`src/pdcc_map.svh`:
```
// register offsets, field positions, reset values for the device capability/control pair
// assumes inclusion from the package and the modules by bare name
`ifndef PDCC_MAP_SVH
`define PDCC_MAP_SVH
`define PDCC_OFF_DEVCAP      8'hc4
`define PDCC_OFF_DEVCTL      8'hc8
`define PDCC_MPS_128         3'h0
`define PDCC_MPS_256         3'h1
`define PDCC_MPS_512         3'h2
`define PDCC_CAP_MPS_LSB     0
`define PDCC_CAP_RBER_BIT    15
`define PDCC_CAP_SPLV_LSB    18
`define PDCC_CAP_SPLS_LSB    26
`define PDCC_CTL_CERE_BIT    0
`define PDCC_CTL_NFERE_BIT   1
`define PDCC_CTL_FERE_BIT    2
`define PDCC_CTL_URRE_BIT    3
`define PDCC_CTL_MPS_LSB     5
`define PDCC_CTL_AUXPM_BIT   10
`define PDCC_STS_ERR_LSB     16
`define PDCC_RST_RBER        1'h1
`define PDCC_RST_SPLV        8'h00
`define PDCC_RST_SPLS        2'h0
`define PDCC_RST_ERRE        4'h0
`define PDCC_RST_AUXPM       1'h0
`endif

```
`src/pdcc_pkg.sv`:
```
// types shared by the capability/control register bank
// assumes pdcc_map.svh is on the include path
`include "pdcc_map.svh"
package pdcc_pkg;
  typedef logic [2:0] pdcc_mps_t;
  // one error class per bit: ur, fatal, nonfatal, correctable
  typedef struct packed {
    logic ur;
    logic fatal;
    logic nonfatal;
    logic corr;
  } pdcc_err_s;
  typedef struct packed {
    logic       valid;
    logic [1:0] scale;
    logic [7:0] value;
  } pdcc_spl_s;
  typedef struct packed {
    logic       valid;
    pdcc_mps_t  mps;
    logic       rber;
  } pdcc_load_s;
endpackage : pdcc_pkg

```
`src/pdcc_err_flags.sv`:
```
// sticky detected-error flags with write-one-to-clear and gated message requests
// assumes all inputs are synchronous to clk
`timescale 1ns/1ps
`default_nettype none
module pdcc_err_flags
  import pdcc_pkg::*;
(
  input  wire logic      clk,       // core clock
  input  wire logic      rstSyncN,  // synchronised reset, low active
  input  wire pdcc_err_s errEvent,  // one-cycle error pulses
  input  wire pdcc_err_s errClear,  // write-one-to-clear strobes
  input  wire pdcc_err_s errEnable, // reporting enables
  output pdcc_err_s      errFlags,  // sticky detected flags
  output pdcc_err_s      errMsg     // message request pulses
);
  // log regardless of enable; set beats clear
  always_ff @(posedge clk or negedge rstSyncN) begin
    if (!rstSyncN) begin
      errFlags <= '0;
    end else begin
      errFlags <= (errFlags & ~errClear) | errEvent;
    end
  end

  // message only when enabled
  always_ff @(posedge clk or negedge rstSyncN) begin
    if (!rstSyncN) begin
      errMsg <= '0;
    end else begin
      errMsg <= errEvent & errEnable;
    end
  end
endmodule : pdcc_err_flags
`default_nettype wire

```
`src/pdcc_regs.sv`:
```
// device capability and device control/status registers of one switch port
// assumes a simple synchronous config port: one-cycle wr/rd strobes, read data next cycle
`timescale 1ns/1ps
`default_nettype none
`include "pdcc_map.svh"
// What this block does
// supported payload codes: 0 is 128, 1 is 256, 2 is 512 bytes
// strap low loads 256-byte code, high loads 512-byte code at reset
// serial bus or eeprom load replaces payload and role-based defaults
// phantom function support bits 4:3 read zero
// extended tag support bit 5 reads zero
// endpoint latency fields 8:6 and 11:9 read zero
// role-based error reporting bit 15 resets to one
// upstream port captures slot power limit value into bits 25:18
// upstream port captures slot power limit scale into bits 27:26
// control bits 3:0 are error reporting enables, reset disabled
// relaxed ordering bit 4 reads zero
// control bits 7:5 hold programmed payload size, reset 128 bytes
// writes above supported payload store the supported value
// extended tag and phantom enables read zero always
// control bit 10 is aux power enable, reset zero
// detected error flags set whatever the enables are
// error messages sent only for enabled classes
module pdcc_regs
  import pdcc_pkg::*;
#(
  parameter bit IS_UPSTREAM = 1'b1  // port role
)(
  input  wire logic        core_clk,        // 40 MHz core clock
  input  wire logic        rstn,            // async reset, low active
  input  wire logic        payload_512_strap, // strap pin
  input  wire pdcc_load_s  defaultLoad,     // serial bus / eeprom default load
  input  wire pdcc_spl_s   slotPowerMsg,    // received slot power limit message
  input  wire pdcc_err_s   errEvent,        // error detect pulses
  input  wire logic        cfgWr,           // config write strobe
  input  wire logic        cfgRd,           // config read strobe
  input  wire logic [7:0]  cfgAddr,         // config byte address
  input  wire logic [3:0]  cfgBe,           // byte enables
  input  wire logic [31:0] cfgWdata,        // write data
  output logic      [31:0] cfgRdata,        // read data
  output logic             cfgRdValid,      // read data valid
  output pdcc_err_s        errMsg,          // error message requests
  output pdcc_mps_t        maxPayload,      // programmed payload size
  output logic             auxPowerEn       // aux power enable
);

  // ****************************************
  // reset and strap synchronisers
  // ****************************************
  logic [1:0] rstPipe;
  logic       rstSyncN;
  logic       strapMeta;
  logic       strapSync;
  logic       strapTaken;

  always_ff @(posedge core_clk or negedge rstn) begin
    if (!rstn) begin
      rstPipe <= 2'h0;
    end else begin
      rstPipe <= {rstPipe[0], 1'b1};
    end
  end
  assign rstSyncN = rstPipe[1];

  // strap pipe released with the raw reset, so it already holds
  // the pin level when the rest of the bank leaves reset
  always_ff @(posedge core_clk or negedge rstn) begin
    if (!rstn) begin
      strapMeta <= 1'b0;
      strapSync <= 1'b0;
    end else begin
      strapMeta <= payload_512_strap;
      strapSync <= strapMeta;
    end
  end

  // ****************************************
  // capability fields
  // ****************************************
  pdcc_mps_t  mpsSupported;
  logic       rberCap;
  logic [7:0] splValue;
  logic [1:0] splScale;

  // strap caught once after release
  // default load overrides strap value
  always_ff @(posedge core_clk or negedge rstSyncN) begin
    if (!rstSyncN) begin
      strapTaken   <= 1'b0;
      mpsSupported <= `PDCC_MPS_256;
      rberCap      <= `PDCC_RST_RBER;
    end else begin
      strapTaken <= 1'b1;
      if (defaultLoad.valid) begin
        mpsSupported <= defaultLoad.mps;
        rberCap      <= defaultLoad.rber;
      end else if (!strapTaken) begin
        mpsSupported <= strapSync ? `PDCC_MPS_512 : `PDCC_MPS_256;
      end
    end
  end

  // capture slot power value
  // capture slot power scale
  always_ff @(posedge core_clk or negedge rstSyncN) begin
    if (!rstSyncN) begin
      splValue <= `PDCC_RST_SPLV;
      splScale <= `PDCC_RST_SPLS;
    end else if (IS_UPSTREAM && slotPowerMsg.valid) begin
      splValue <= slotPowerMsg.value;
      splScale <= slotPowerMsg.scale;
    end
  end

  // ****************************************
  // control fields
  // ****************************************
  logic       wrCap;
  logic       wrCtl;
  pdcc_err_s  errEnable;
  pdcc_err_s  errClear;
  pdcc_err_s  errFlags;
  pdcc_mps_t  next_maxPayload;
  pdcc_mps_t  writtenMps;

  assign wrCap      = cfgWr && (cfgAddr == `PDCC_OFF_DEVCAP);
  assign wrCtl      = cfgWr && (cfgAddr == `PDCC_OFF_DEVCTL);
  assign writtenMps = cfgWdata[`PDCC_CTL_MPS_LSB +: 3];

  // clamp to supported size
  always_comb begin
    next_maxPayload = maxPayload;
    if (wrCtl && cfgBe[0]) begin
      next_maxPayload = (writtenMps > mpsSupported) ? mpsSupported : writtenMps;
    end
  end

  // error reporting enables
  always_ff @(posedge core_clk or negedge rstSyncN) begin
    if (!rstSyncN) begin
      errEnable <= `PDCC_RST_ERRE;
    end else if (wrCtl && cfgBe[0]) begin
      errEnable <= cfgWdata[`PDCC_CTL_URRE_BIT:`PDCC_CTL_CERE_BIT];
    end
  end

  // programmed payload field
  always_ff @(posedge core_clk or negedge rstSyncN) begin
    if (!rstSyncN) begin
      maxPayload <= `PDCC_MPS_128;
    end else begin
      maxPayload <= next_maxPayload;
    end
  end

  // aux power enable
  always_ff @(posedge core_clk or negedge rstSyncN) begin
    if (!rstSyncN) begin
      auxPowerEn <= `PDCC_RST_AUXPM;
    end else if (wrCtl && cfgBe[1]) begin
      auxPowerEn <= cfgWdata[`PDCC_CTL_AUXPM_BIT];
    end
  end

  // status flags live in the upper half of the control word
  assign errClear = (wrCtl && cfgBe[2]) ? pdcc_err_s'(cfgWdata[`PDCC_STS_ERR_LSB +: 4]) : pdcc_err_s'(4'h0);

  pdcc_err_flags u_err_flags (
    .clk       (core_clk),
    .rstSyncN  (rstSyncN),
    .errEvent  (errEvent),
    .errClear  (errClear),
    .errEnable (errEnable),
    .errFlags  (errFlags),
    .errMsg    (errMsg)
  );

  // ****************************************
  // read path
  // ****************************************
  logic [31:0] capWord;
  logic [31:0] ctlWord;

  // payload code in bits 2:0
  // phantom bits stay zero
  // extended tag bit stays zero
  // latency fields stay zero
  // role-based bit from its register
  always_comb begin
    capWord = 32'h0;
    capWord[`PDCC_CAP_MPS_LSB +: 3] = mpsSupported;
    capWord[`PDCC_CAP_RBER_BIT]     = rberCap;
    capWord[`PDCC_CAP_SPLV_LSB +: 8] = splValue;
    capWord[`PDCC_CAP_SPLS_LSB +: 2] = splScale;
  end

  // relaxed ordering reads zero
  // tag and phantom enables read zero
  always_comb begin
    ctlWord = 32'h0;
    ctlWord[`PDCC_CTL_URRE_BIT:`PDCC_CTL_CERE_BIT] = errEnable;
    ctlWord[`PDCC_CTL_MPS_LSB +: 3]  = maxPayload;
    ctlWord[`PDCC_CTL_AUXPM_BIT]     = auxPowerEn;
    ctlWord[`PDCC_STS_ERR_LSB +: 4]  = errFlags;
  end

  // capability writes are accepted and dropped: all fields are read-only
  always_ff @(posedge core_clk or negedge rstSyncN) begin
    if (!rstSyncN) begin
      cfgRdata   <= 32'h0;
      cfgRdValid <= 1'b0;
    end else begin
      cfgRdValid <= cfgRd;
      if (cfgRd) begin
        case (cfgAddr)
          `PDCC_OFF_DEVCAP: cfgRdata <= capWord;
          `PDCC_OFF_DEVCTL: cfgRdata <= ctlWord;
          default:          cfgRdata <= 32'h0;
        endcase
      end
    end
  end

  logic unusedWrCap;
  assign unusedWrCap = wrCap;

endmodule : pdcc_regs
`default_nettype wire

```
`config.mk`:
```
export PLATFORM = sky130hd
export DESIGN_NAME = pdcc_regs
export DESIGN_NICKNAME = d
export VERILOG_FILES = /design/src/pdcc_pkg.sv /design/src/pdcc_err_flags.sv /design/src/pdcc_regs.sv
export VERILOG_INCLUDE_DIRS = /design/src
export SDC_FILE = /design/constraint.sdc
export NUM_CORES = 1
export LEC_CHECK = 0
export ABC_AREA = 1
export BUFFER_PORTS_ARGS = -buffer_cell sky130_fd_sc_hd__buf_2
export CORE_MARGIN = 2
export CORE_UTILIZATION = 30
export DETAILED_ROUTE_END_ITERATION = 10
export SLEW_MARGIN = 20
export SYNTH_ARGS = -nofsm -noshare
export SYNTH_HDL_FRONTEND = slang
export SYNTH_SLANG_ARGS = --single-unit
export TNS_END_PERCENT = 10
```
`constraint.sdc`:
```
create_clock -name core_clk -period 2.15 [get_ports core_clk]
set_input_delay 0.43 -clock core_clk [delete_from_list [all_inputs] [get_ports core_clk]]
set_output_delay 0.43 -clock core_clk [all_outputs]
set_load 0.02 [all_outputs]
```
==> summary.md, run 1 <==
| Metric | Value |
|---|---|
| Pins Over Slew Limit | `0` |
| Total global-route track usage | `0.134` |
| Maxcap violations | `0` |
| CP max-delay cell | `dfrtp_1` |
| Clock transition at path regs | `0.07 ns` |
| Fill count | `864` |
| Post-synthesis cell area | `2550 um2` |
| LEAKAGE | `1.85 nW` |
| Setup ws final | `0.730 ns` |
| Initial antenna violation count | `0` |
| Top cells by count, synth | `nand2_1, dfrtp_1, inv_1` |
| Initial Util | `0.310` |
| Status | `finished clean` |
| CP Cell Sequence | `inv_1 > ha_1 > a21oi_1 > nand2_1 > nand2_1 > nand2_1 > nand2_1 > nand2_1 > nand2_1` |
| Chip width | `96.2 um` |
| DR pass1 iterations | `4` |
| Proportion of layout cells with a drive suffix above 1 | `0.303` |
| Ranking of synthesized cells by area | `dfrtp_1, nand2_1, inv_1` |
| Grt ovf | `0` |
| Crit. End Element | `flip-flop` |
| Layout Skew | `0.00723 ns` |
| Yosys reg bits | `57` |
| Vias per inst | `4.27` |
| CP bufs+invs | `1` |
| I/O pins | `110` |
| Final setup TNS | `0 ns` |
| Ys async rst share | `1.00` |
| Pwr per Cell Area | `805 nW/um2` |
| Largest net degree at the start of global routing | `31` |
| Max Fanout on Critical Path | `4` |
| Avg Inst Size Synth | `8.82 um2` |
| H-Tree Depth | `3` |
| Die ar. | `9250 um2` |
| Vias in the first global route | `1974` |
| Final Hold Fails | `0` |
| Worst setup SP type | `flip-flop` |
| Final setup vio count | `0` |
| Clock Tree Buf Depth | `2` |
| Count leader, synth | `nand2_1` |
| Main synth FF type | `dfrtp_1` |
| First-pass GRT wire length | `9.15 mm` |
| # diodes | `0` |
| Crit path max-delay family | `simple AND/OR/NAND/NOR gates` |
| Post-Synthesis Cells | `289` |
| Share of the synthesized area in the top cell type | `0.540` |
| Area Overhead vs Synth | `28.2%` |
| Num CTS Buffers | `9` |
| Worst-skew pair later-pin latency | `0.33 ns` |
| Core area | `8220 um2` |
| Unique masters post-synth | `26` |
| Pre-CTS WS | `0.485 ns` |
| WS Path Type | `reg2reg` |
| Yosys Warn Count | `0` |
| Final antenna-violating net count | `0` |
| Fin crit share | `0.660` |
| Nets | `443` |
| RSZ-0062 raised after global routing | `no` |
| Post-synthesis sequential area ratio | `0.560` |
| Detail Placement HPWL | `4.24 mm` |
| CTS root buf | `clkbuf_8` |
| TritonCTS clock tree | `yes` |
| Post-Route WL | `5.67 mm` |
| Post-synth EDFFs | `0` |
| Largest area contributor in the netlist | `dfrtp_1` |
| Routed WL per cell | `11.8 um` |
| Hold/Removal Path Class | `reg2async` |
| Measured slew at the worst slew-check pin | `0.854 ns` |
| Req. time, crit path | `2.41 ns` |
| Iter 0 DRT Violations | `111` |
| Vias | `2053` |
| DR DRC count | `0` |
| Max IR drop VDD | `0.000330 V` |
| Max Freq | `704 MHz` |
| CP most frequent cell | `nand2_1` |
| Worst Path Arrival | `1.68 ns` |
| Clock Sinks | `57` |
| Largest stage delay, worst path | `0.38 ns` |
| GPL Wtd Cong | `0.748` |
| Row count | `33` |
| Die height | `96.2 um` |
| Minimum clock period | `1.42 ns` |
| Relative slew slack | `0.430` |
| IO Port Bufs | `77` |
## final timing paths
check	from	endpoint	slack [ns]	depth (start not counted)
min reg2reg	rstPipe[1]	u_err_flags.errMsg[2]	0.21	0
max reg2reg	mpsSupported[2]	maxPayload[2]	0.73	9
max	mpsSupported[2]	maxPayload[2]	0.73	9
min in group core_clk	payload_512_strap	strapMeta	0.21	1
max in group asynchronous	rstPipe[1]	cfgRdata[22]	1.34	1
min	rstPipe[1]	u_err_flags.errMsg[2]	0.21	0
## per-stage QoR
step | cell area (um2) | instances | hold WS [ns] | utilization | total power, mW
3_5_place_dp | 3000 | 464 | 0.224 | 0.365 | 1.37
5_1_grt | 3270 | 481 | 0.180 | 0.398 | 2.75
4_1_cts | 3270 | 481 | 0.184 | 0.398 | 2.67
6_report | 3270 | 481 | 0.208 | 0.398 | 2.63
2_1_floorplan | 2590 | 300 | 0.134 | - | 1.29
3_3_place_gp | 3000 | 464 | 0.212 | 0.365 | 1.36
## cell families after synthesis
| group | count (synthesis) | share of synthesized area |
|---|---|---|
| other | 2 | 0.00295 |
| flip-flops | 57 | 0.560 |
| AND/OR/NAND/NOR | 142 | 0.247 |
| buffers and inverters | 54 | 0.101 |
| multiplexers | 2 | 0.00883 |
| adder cells (fa/ha/maj) | 3 | 0.0147 |
| AO/OA/AOI/OAI | 29 | 0.0658 |
## timing repair
action                    CTS  global route
hold endpoints to repair    4             0
hold buffers                1             0
gates resized for setup     0             0
setup buffers               0             0
## cells in the final DEF, fill, tap and decap left out, types with 2 or more instances in the layout
master     Yosys  layout
buf_2          1      77
ha_1           3       3
conb_1         2      13
nand2_2        4       4
mux2_2         2       2
clkbuf_8       0      12
buf_4         14       2
dfstp_2        2       2
o31ai_1        9       9
inv_1         30      30
nand2_1      108     108
nand3_1       11      11
nor2_4         3       3
nand4_1        4       4
o21ai_0       18      18
a21oi_1        2       2
nor2_1         7       7
inv_2          3       3
dfrtp_1       55      54
bufinv_16      0       3
## per-layer routing
layer	global-route usage	up-vias	wire [um]
met3	0.0415	8	422
met5	0	-	0
met2	0.199	68	2560
li1	-	1032	-
met1	0.177	945	2580
met4	0.0619	0	105
## sequential cells by signal, summed over array words and instances (netlist names)
register / flops
strapSync: 1
cfgRdata: 21
cfgRdValid: 1
rstPipe: 2
strapMeta: 1
maxPayload: 3
mpsSupported: 3
u_err_flags.errFlags: 4
strapTaken: 1
splScale: 2
splValue: 8
rberCap: 1
auxPowerEn: 1
ctlWord: 4
u_err_flags.errMsg: 4
## where the power goes
| group | total (mW) | switching [mW] | leakage, nW | internal, mW |
|---|---|---|---|---|
| logic | 0.209 | 0.135 | 0.995 | 0.0739 |
| clock network | 1.29 | 0.421 | 0.129 | 0.865 |
| registers | 1.13 | 0.0240 | 0.730 | 1.11 |
| total | 2.63 | 0.579 | 1.85 | 2.05 |
## final cells by class
class                   instances  area [um2]  share of cell area
inverters                      34         128              0.0391
flip-flops and latches         57        1430               0.438
clock buffers                  12         165              0.0505
clock inverters                 4        97.6              0.0299
multi-input cells             189         906               0.277
repair buffers                 80         410               0.126
well taps                     105         131              0.0402
## worst reg2reg max path: stages, from the launching register on
cell and delay (ns):
dfrtp_1 0.38, inv_1 0.07, ha_1 0.31, a21oi_1 0.13
nand2_1 0.11, nand2_1 0.11, nand2_1 0.06, nand2_1 0.06
nand2_1 0.06, nand2_1 0.06
(Power assumes the default switching activity.)
==> run 2, diff against run 1 <==
clock period = 1.15 ns   (was 2.15 ns; I/O delays follow)
==> summary.md, run 2 (same netlist as run 1, synthesis figures left out) <==
| Metric | Value |
|---|---|
| Layout Skew | `0.00721 ns` |
| Reg-to-Reg End | `maxPayload[2]` |
| H-Tree Depth | `3` |
| IO Port Bufs | `77` |
| Biggest regs | `cfgRdata x21, splValue x8` |
| Worst Path Arrival | `1.57 ns` |
| Max reg flops | `21` |
| Proportion of layout cells with a drive suffix above 1 | `0.353` |
| Reg2Reg Setup Slack | `-0.15 ns` |
| Die height | `96.2 um` |
| Total power | `4.38 mW` |
| Grt ovf | `0` |
| TritonCTS clock tree | `yes` |
| Largest net degree at the start of global routing | `54` |
| Max IR drop VDD | `0.000840 V` |
| Worst setup SP type | `flip-flop` |
| Total global-route track usage | `0.138` |
| Pwr per Cell Area | `1270 nW/um2` |
| Fill count | `849` |
| WS Path Type | `reg2reg` |
| Detail Placement HPWL | `4.30 mm` |
| CTS root buf | `clkbuf_8` |
| GPL Wtd Cong | `0.731` |
| Clock Sinks | `57` |
| Worst R2R Start | `mpsSupported[2]` |
| Max Fanout on Critical Path | `4` |
| Commonest non-fill, non-tap cell in the layout | `nand2_1` |
| Routed WL per cell | `11.9 um` |
| Post-Route WL | `5.90 mm` |
| Crit path from | `mpsSupported[2]` |
| Clock Tree Buf Depth | `2` |
| Final Hold Fails | `0` |
| Chip width | `96.2 um` |
| Vias in the first global route | `1982` |
| Most flops, register | `cfgRdata` |
| Pins Over Slew Limit | `0` |
| Req. time, crit path | `1.42 ns` |
| Fin crit share | `1.13` |
| Hold/Removal Path Class | `in2reg` |
| Max Freq | `767 MHz` |
| Core area | `8220 um2` |
| Fin area | `3440 um2` |
| Minimum clock period | `1.30 ns` |
| Die ar. | `9250 um2` |
| Reg area | `1430 um2` |
| Pre-CTS WS | `-0.205 ns` |
| Util after Layout | `0.419` |
| Iter 0 DRT Violations | `82` |
| I/O pins | `110` |
| Violated checks | `setup timing` |
| # diodes | `0` |
| Multi-input logic area | `985 um2` |
| Initial antenna violation count | `0` |
| DR pass1 iterations | `4` |
| Worst R2R Path Depth | `9` |
| Worst Setup EP | `maxPayload[2]` |
| Most frequent cells in the layout | `nand2_1, buf_2, dfrtp_1, inv_1, o21ai_0` |
| Row count | `33` |
| Maxcap violations | `0` |
| Initial Util | `0.310` |
| LEAKAGE | `1.92 nW` |
| Vias per inst | `4.20` |
| Final antenna-violating net count | `0` |
| Nets | `459` |
| Setup ws final | `-0.153 ns` |
| Min-Delay Startpoint | `cfgWdata[0]` |
| Area Overhead vs Synth | `34.9%` |
| Placed Area | `3130 um2` |
| Final setup TNS | `-0.435 ns` |
| Num CTS Buffers | `9` |
| Status | `complete, but fails checks` |
| Worst-skew pair later-pin latency | `0.33 ns` |
| DR DRC count | `0` |
| Vias | `2085` |
| Final setup vio count | `3` |
| Crit. End Element | `flip-flop` |
| Clock transition at path regs | `0.06 ns` |
| RSZ-0062 raised after global routing | `yes` |
| First-pass GRT wire length | `9.43 mm` |
-- run 2: cell count changes in the layout (fill, tap and decap cells not counted), sizes merged --
cell,change
bufinv,-2
dlygate4sd3,+1
buf,+15
clkinv,+3
clkbuf,-1
clkinvlp,-1
-- run 2: how the worst min path moves through the flow --
stage | endpoint | cells after the start
final | ctlWord[0] | 3
after global routing | ctlWord[1] | 3
after CTS | ctlWord[0] | 3
after detailed placement | strapMeta | 1
after global placement | rstPipe[0] | 1
after floorplan | rstPipe[0] | 0
-- run 2: layout make-up --
class / count / area share
multi-input combinational: 189 / 0.286
clock inverter: 4 / 0.0131
tap: 105 / 0.0382
sequential: 57 / 0.416
inverter: 34 / 0.0371
timing repair buffer: 96 / 0.171
clock buffer: 11 / 0.0382
-- run 2: worst max-delay path: stages (launching register included) --
cell,delay (ns)
dfrtp_1,0.39
inv_2,0.08
ha_4,0.23
a21oi_4,0.17
nand2_4,0.09
nand2_4,0.07
nand2_1,0.05
nand2_1,0.05
nand2_1,0.05
nand2_1,0.06
-- run 2: per-layer routing --
layer | up-vias | wire [um] | track usage | part of all wire
li1 | 1066 | - | - | -
met3 | 6 | 411 | 0.0525 | 0.070
met4 | 0 | 75 | 0.0536 | 0.013
met2 | 64 | 2700 | 0.209 | 0.46
met5 | - | 0 | 0 | 0
met1 | 949 | 2710 | 0.178 | 0.46
-- run 2: what timing repair did --
item                       CTS  global route
pin swaps                    3             6
buffers inserted             0             0
hold endpoints to repair     5             0
gates resized for setup      9            17
setup endpoints to repair    6            13
hold buffers                 2             0
-- run 2: power by group --
group          internal [mW]  total (mW)  switching [mW]
clock                  0.978        1.74           0.760
combinational          0.225       0.540           0.314
sequential              2.08        2.11          0.0301
total                   3.28        4.38            1.10
-- run 2: stage by stage --
stage,hold WS (ns),instances
final,0.0958,496
after detailed placement,0.0378,479
after floorplan,-0.0656,300
after global placement,0.0351,479
after CTS,0.0799,496
after global routing,0.0801,496
==> run 3, diff against run 2 <==
REMOVE_ABC_BUFFERS = 1   (was unset)
==> summary.md, run 3 (same netlist as run 1, synthesis figures left out) <==
| Metric | Value |
|---|---|
| Status | `complete, but fails checks` |
| Violated checks | `setup timing` |
| Maxcap violations | `0` |
| Commonest non-fill, non-tap cell in the layout | `nand2_1` |
| Reg-to-Reg End | `maxPayload[2]` |
| Sequential share of power | `0.507` |
| CTS root buf | `clkbuf_8` |
| Hold/Removal Path Class | `in2reg` |
| I/O pins | `110` |
| Initial Util | `0.310` |
| Routed WL per cell | `11.9 um` |
| Fill count | `859` |
| Nets | `468` |
| Net Switching | `1.09 mW` |
| Reg2Reg Setup Slack | `-0.16 ns` |
| Minimum clock period | `1.31 ns` |
| H-Tree Depth | `3` |
| Die height | `96.2 um` |
| WS Path Type | `reg2reg` |
| Clock Sinks | `57` |
| Iter 0 DRT Violations | `86` |
| Final antenna-violating net count | `0` |
| Worst setup SP type | `flip-flop` |
| Comb power frac | `0.128` |
| Proportion of layout cells with a drive suffix above 1 | `0.364` |
| Max reg flops | `21` |
| CP Cell Sequence | `inv_2 > ha_4 > nand3_2 > nand2_2 > nand2_2 > nand2_2 > nand2_2 > nand2_1 > nand2_1` |
| DR pass1 iterations | `4` |
| Area Overhead vs Synth | `35.8%` |
| Biggest regs | `cfgRdata x21, splValue x8` |
| Clock Power Share | `0.365` |
| Max Fanout on Critical Path | `4` |
| Reg area | `1430 um2` |
| Row count | `33` |
| Hold slack final | `0.0957 ns` |
| Final setup TNS | `-0.442 ns` |
| Most flops, register | `cfgRdata` |
| CP most frequent cell | `nand2_2` |
| Chip width | `96.2 um` |
| Max Freq | `764 MHz` |
| Die ar. | `9250 um2` |
| DR DRC count | `0` |
| Most frequent cells in the layout | `nand2_1, buf_2, dfrtp_1, inv_1, buf_4` |
| Num CTS Buffers | `9` |
| Worst Path Arrival | `1.53 ns` |
| Detail Placement HPWL | `4.52 mm` |
| Internal power | `3.07 mW` |
| Sw Ratio | `0.261` |
| Total global-route track usage | `0.139` |
| Crit. End Element | `flip-flop` |
| # diodes | `0` |
| Layout Skew | `0.00716 ns` |
| Worst-skew pair later-pin latency | `0.33 ns` |
| Final Instance Count excl. Fillers | `506` |
| Hold Crit Depth | `3` |
| Fin crit share | `1.14` |
| Grt ovf | `0` |
| GPL Wtd Cong | `0.878` |
| Final setup vio count | `3` |
| Pins Over Slew Limit | `0` |
| Initial antenna violation count | `0` |
| Vias in the first global route | `2035` |
| Final Hold Fails | `0` |
| LEAKAGE | `1.95 nW` |
| Clock transition at path regs | `0.06 ns` |
| Clock Tree Buf Depth | `2` |
| Pre-CTS WS | `-0.215 ns` |
| Fin area | `3460 um2` |
| Largest net degree at the start of global routing | `34` |
| Core area | `8220 um2` |
| Vias | `2137` |
| Hold Path Sink | `ctlWord[1]` |
| CP max-delay cell | `dfrtp_1` |
| Largest stage delay, worst path | `0.38 ns` |
| Post-Route WL | `6.03 mm` |
| RSZ-0062 raised after global routing | `yes` |
| Placed Area | `3190 um2` |
| Vias per inst | `4.22` |
| Min-Delay Startpoint | `cfgWdata[1]` |
| Multi-input logic area | `955 um2` |
| First-pass GRT wire length | `9.49 mm` |
| Worst R2R Start | `mpsSupported[2]` |
| Req. time, crit path | `1.37 ns` |
| Setup ws final | `-0.159 ns` |
| Worst R2R Path Depth | `9` |
| Max IR drop VDD | `0.000511 V` |
| IO Port Bufs | `77` |
| Placed cell count | `485` |
| Pwr per Cell Area | `1200 nW/um2` |
| TritonCTS clock tree | `yes` |
-- run 3: power by group through the flow --
stage / Combinational (mW) / Sequential, mW / Clock, mW
3_5_place_dp: 0.475 / 2.14 / 0
6_report: 0.531 / 2.11 / 1.52
5_1_grt: 0.596 / 2.11 / 1.70
4_1_cts: 0.526 / 2.11 / 1.60
2_1_floorplan: 0.196 / 2.17 / 0
3_3_place_gp: 0.460 / 2.14 / 0
-- run 3: metrics by stage --
stage / utilization / power (mW)
global placement: 0.388 / 2.60
CTS: 0.418 / 4.23
finish: 0.421 / 4.16
detailed placement: 0.388 / 2.62
global route: 0.421 / 4.41
floorplan: - / 2.37
-- run 3: layout make-up --
cell class	instances	share of cell area
Sequential cell	57	0.413
Multi-Input combinational cell	189	0.276
Tap cell	105	0.0379
Timing Repair Buffer	105	0.192
Clock buffer	12	0.0390
Inverter	34	0.0369
Clock inverter	4	0.00578
-- run 3: timing repair --
item,4_1_cts,5_1_grt
resized for setup,12,7
setup buffers,2,1
pin swaps,4,7
hold endpoints to repair,5,0
hold buffers,2,0
endpoints found under the setup margin,6,9
-- run 3: worst max-delay path by stage --
stage	endpoint	from	slack [ns]	depth (start not counted)
2_1_floorplan	auxPowerEn	rstPipe[1]	-0.49	0
3_3_place_gp	maxPayload[2]	mpsSupported[2]	-0.15	9
3_5_place_dp	maxPayload[2]	mpsSupported[1]	-0.22	9
4_1_cts	maxPayload[2]	mpsSupported[1]	-0.12	9
5_1_grt	maxPayload[2]	mpsSupported[2]	-0.23	9
6_report	maxPayload[2]	mpsSupported[2]	-0.16	9
-- run 3: per-layer routing --
| metal | routed length (um) | up-vias | GRT usage | share of wire |
|---|---|---|---|---|
| li1 | - | 1088 | - | - |
| met1 | 2690 | 986 | 0.170 | 0.45 |
| met2 | 2890 | 54 | 0.225 | 0.48 |
| met3 | 326 | 9 | 0.0360 | 0.054 |
| met4 | 114 | 0 | 0.0750 | 0.019 |
| met5 | 0 | - | 0 | 0 |
-- run 3: critical path: cells and delay by family, from the launching register on --
family / cells / cell delay (ns)
simple gates: 7 / 0.46
flops: 1 / 0.38
fa+ha+maj: 1 / 0.29
buf+inv: 1 / 0.07
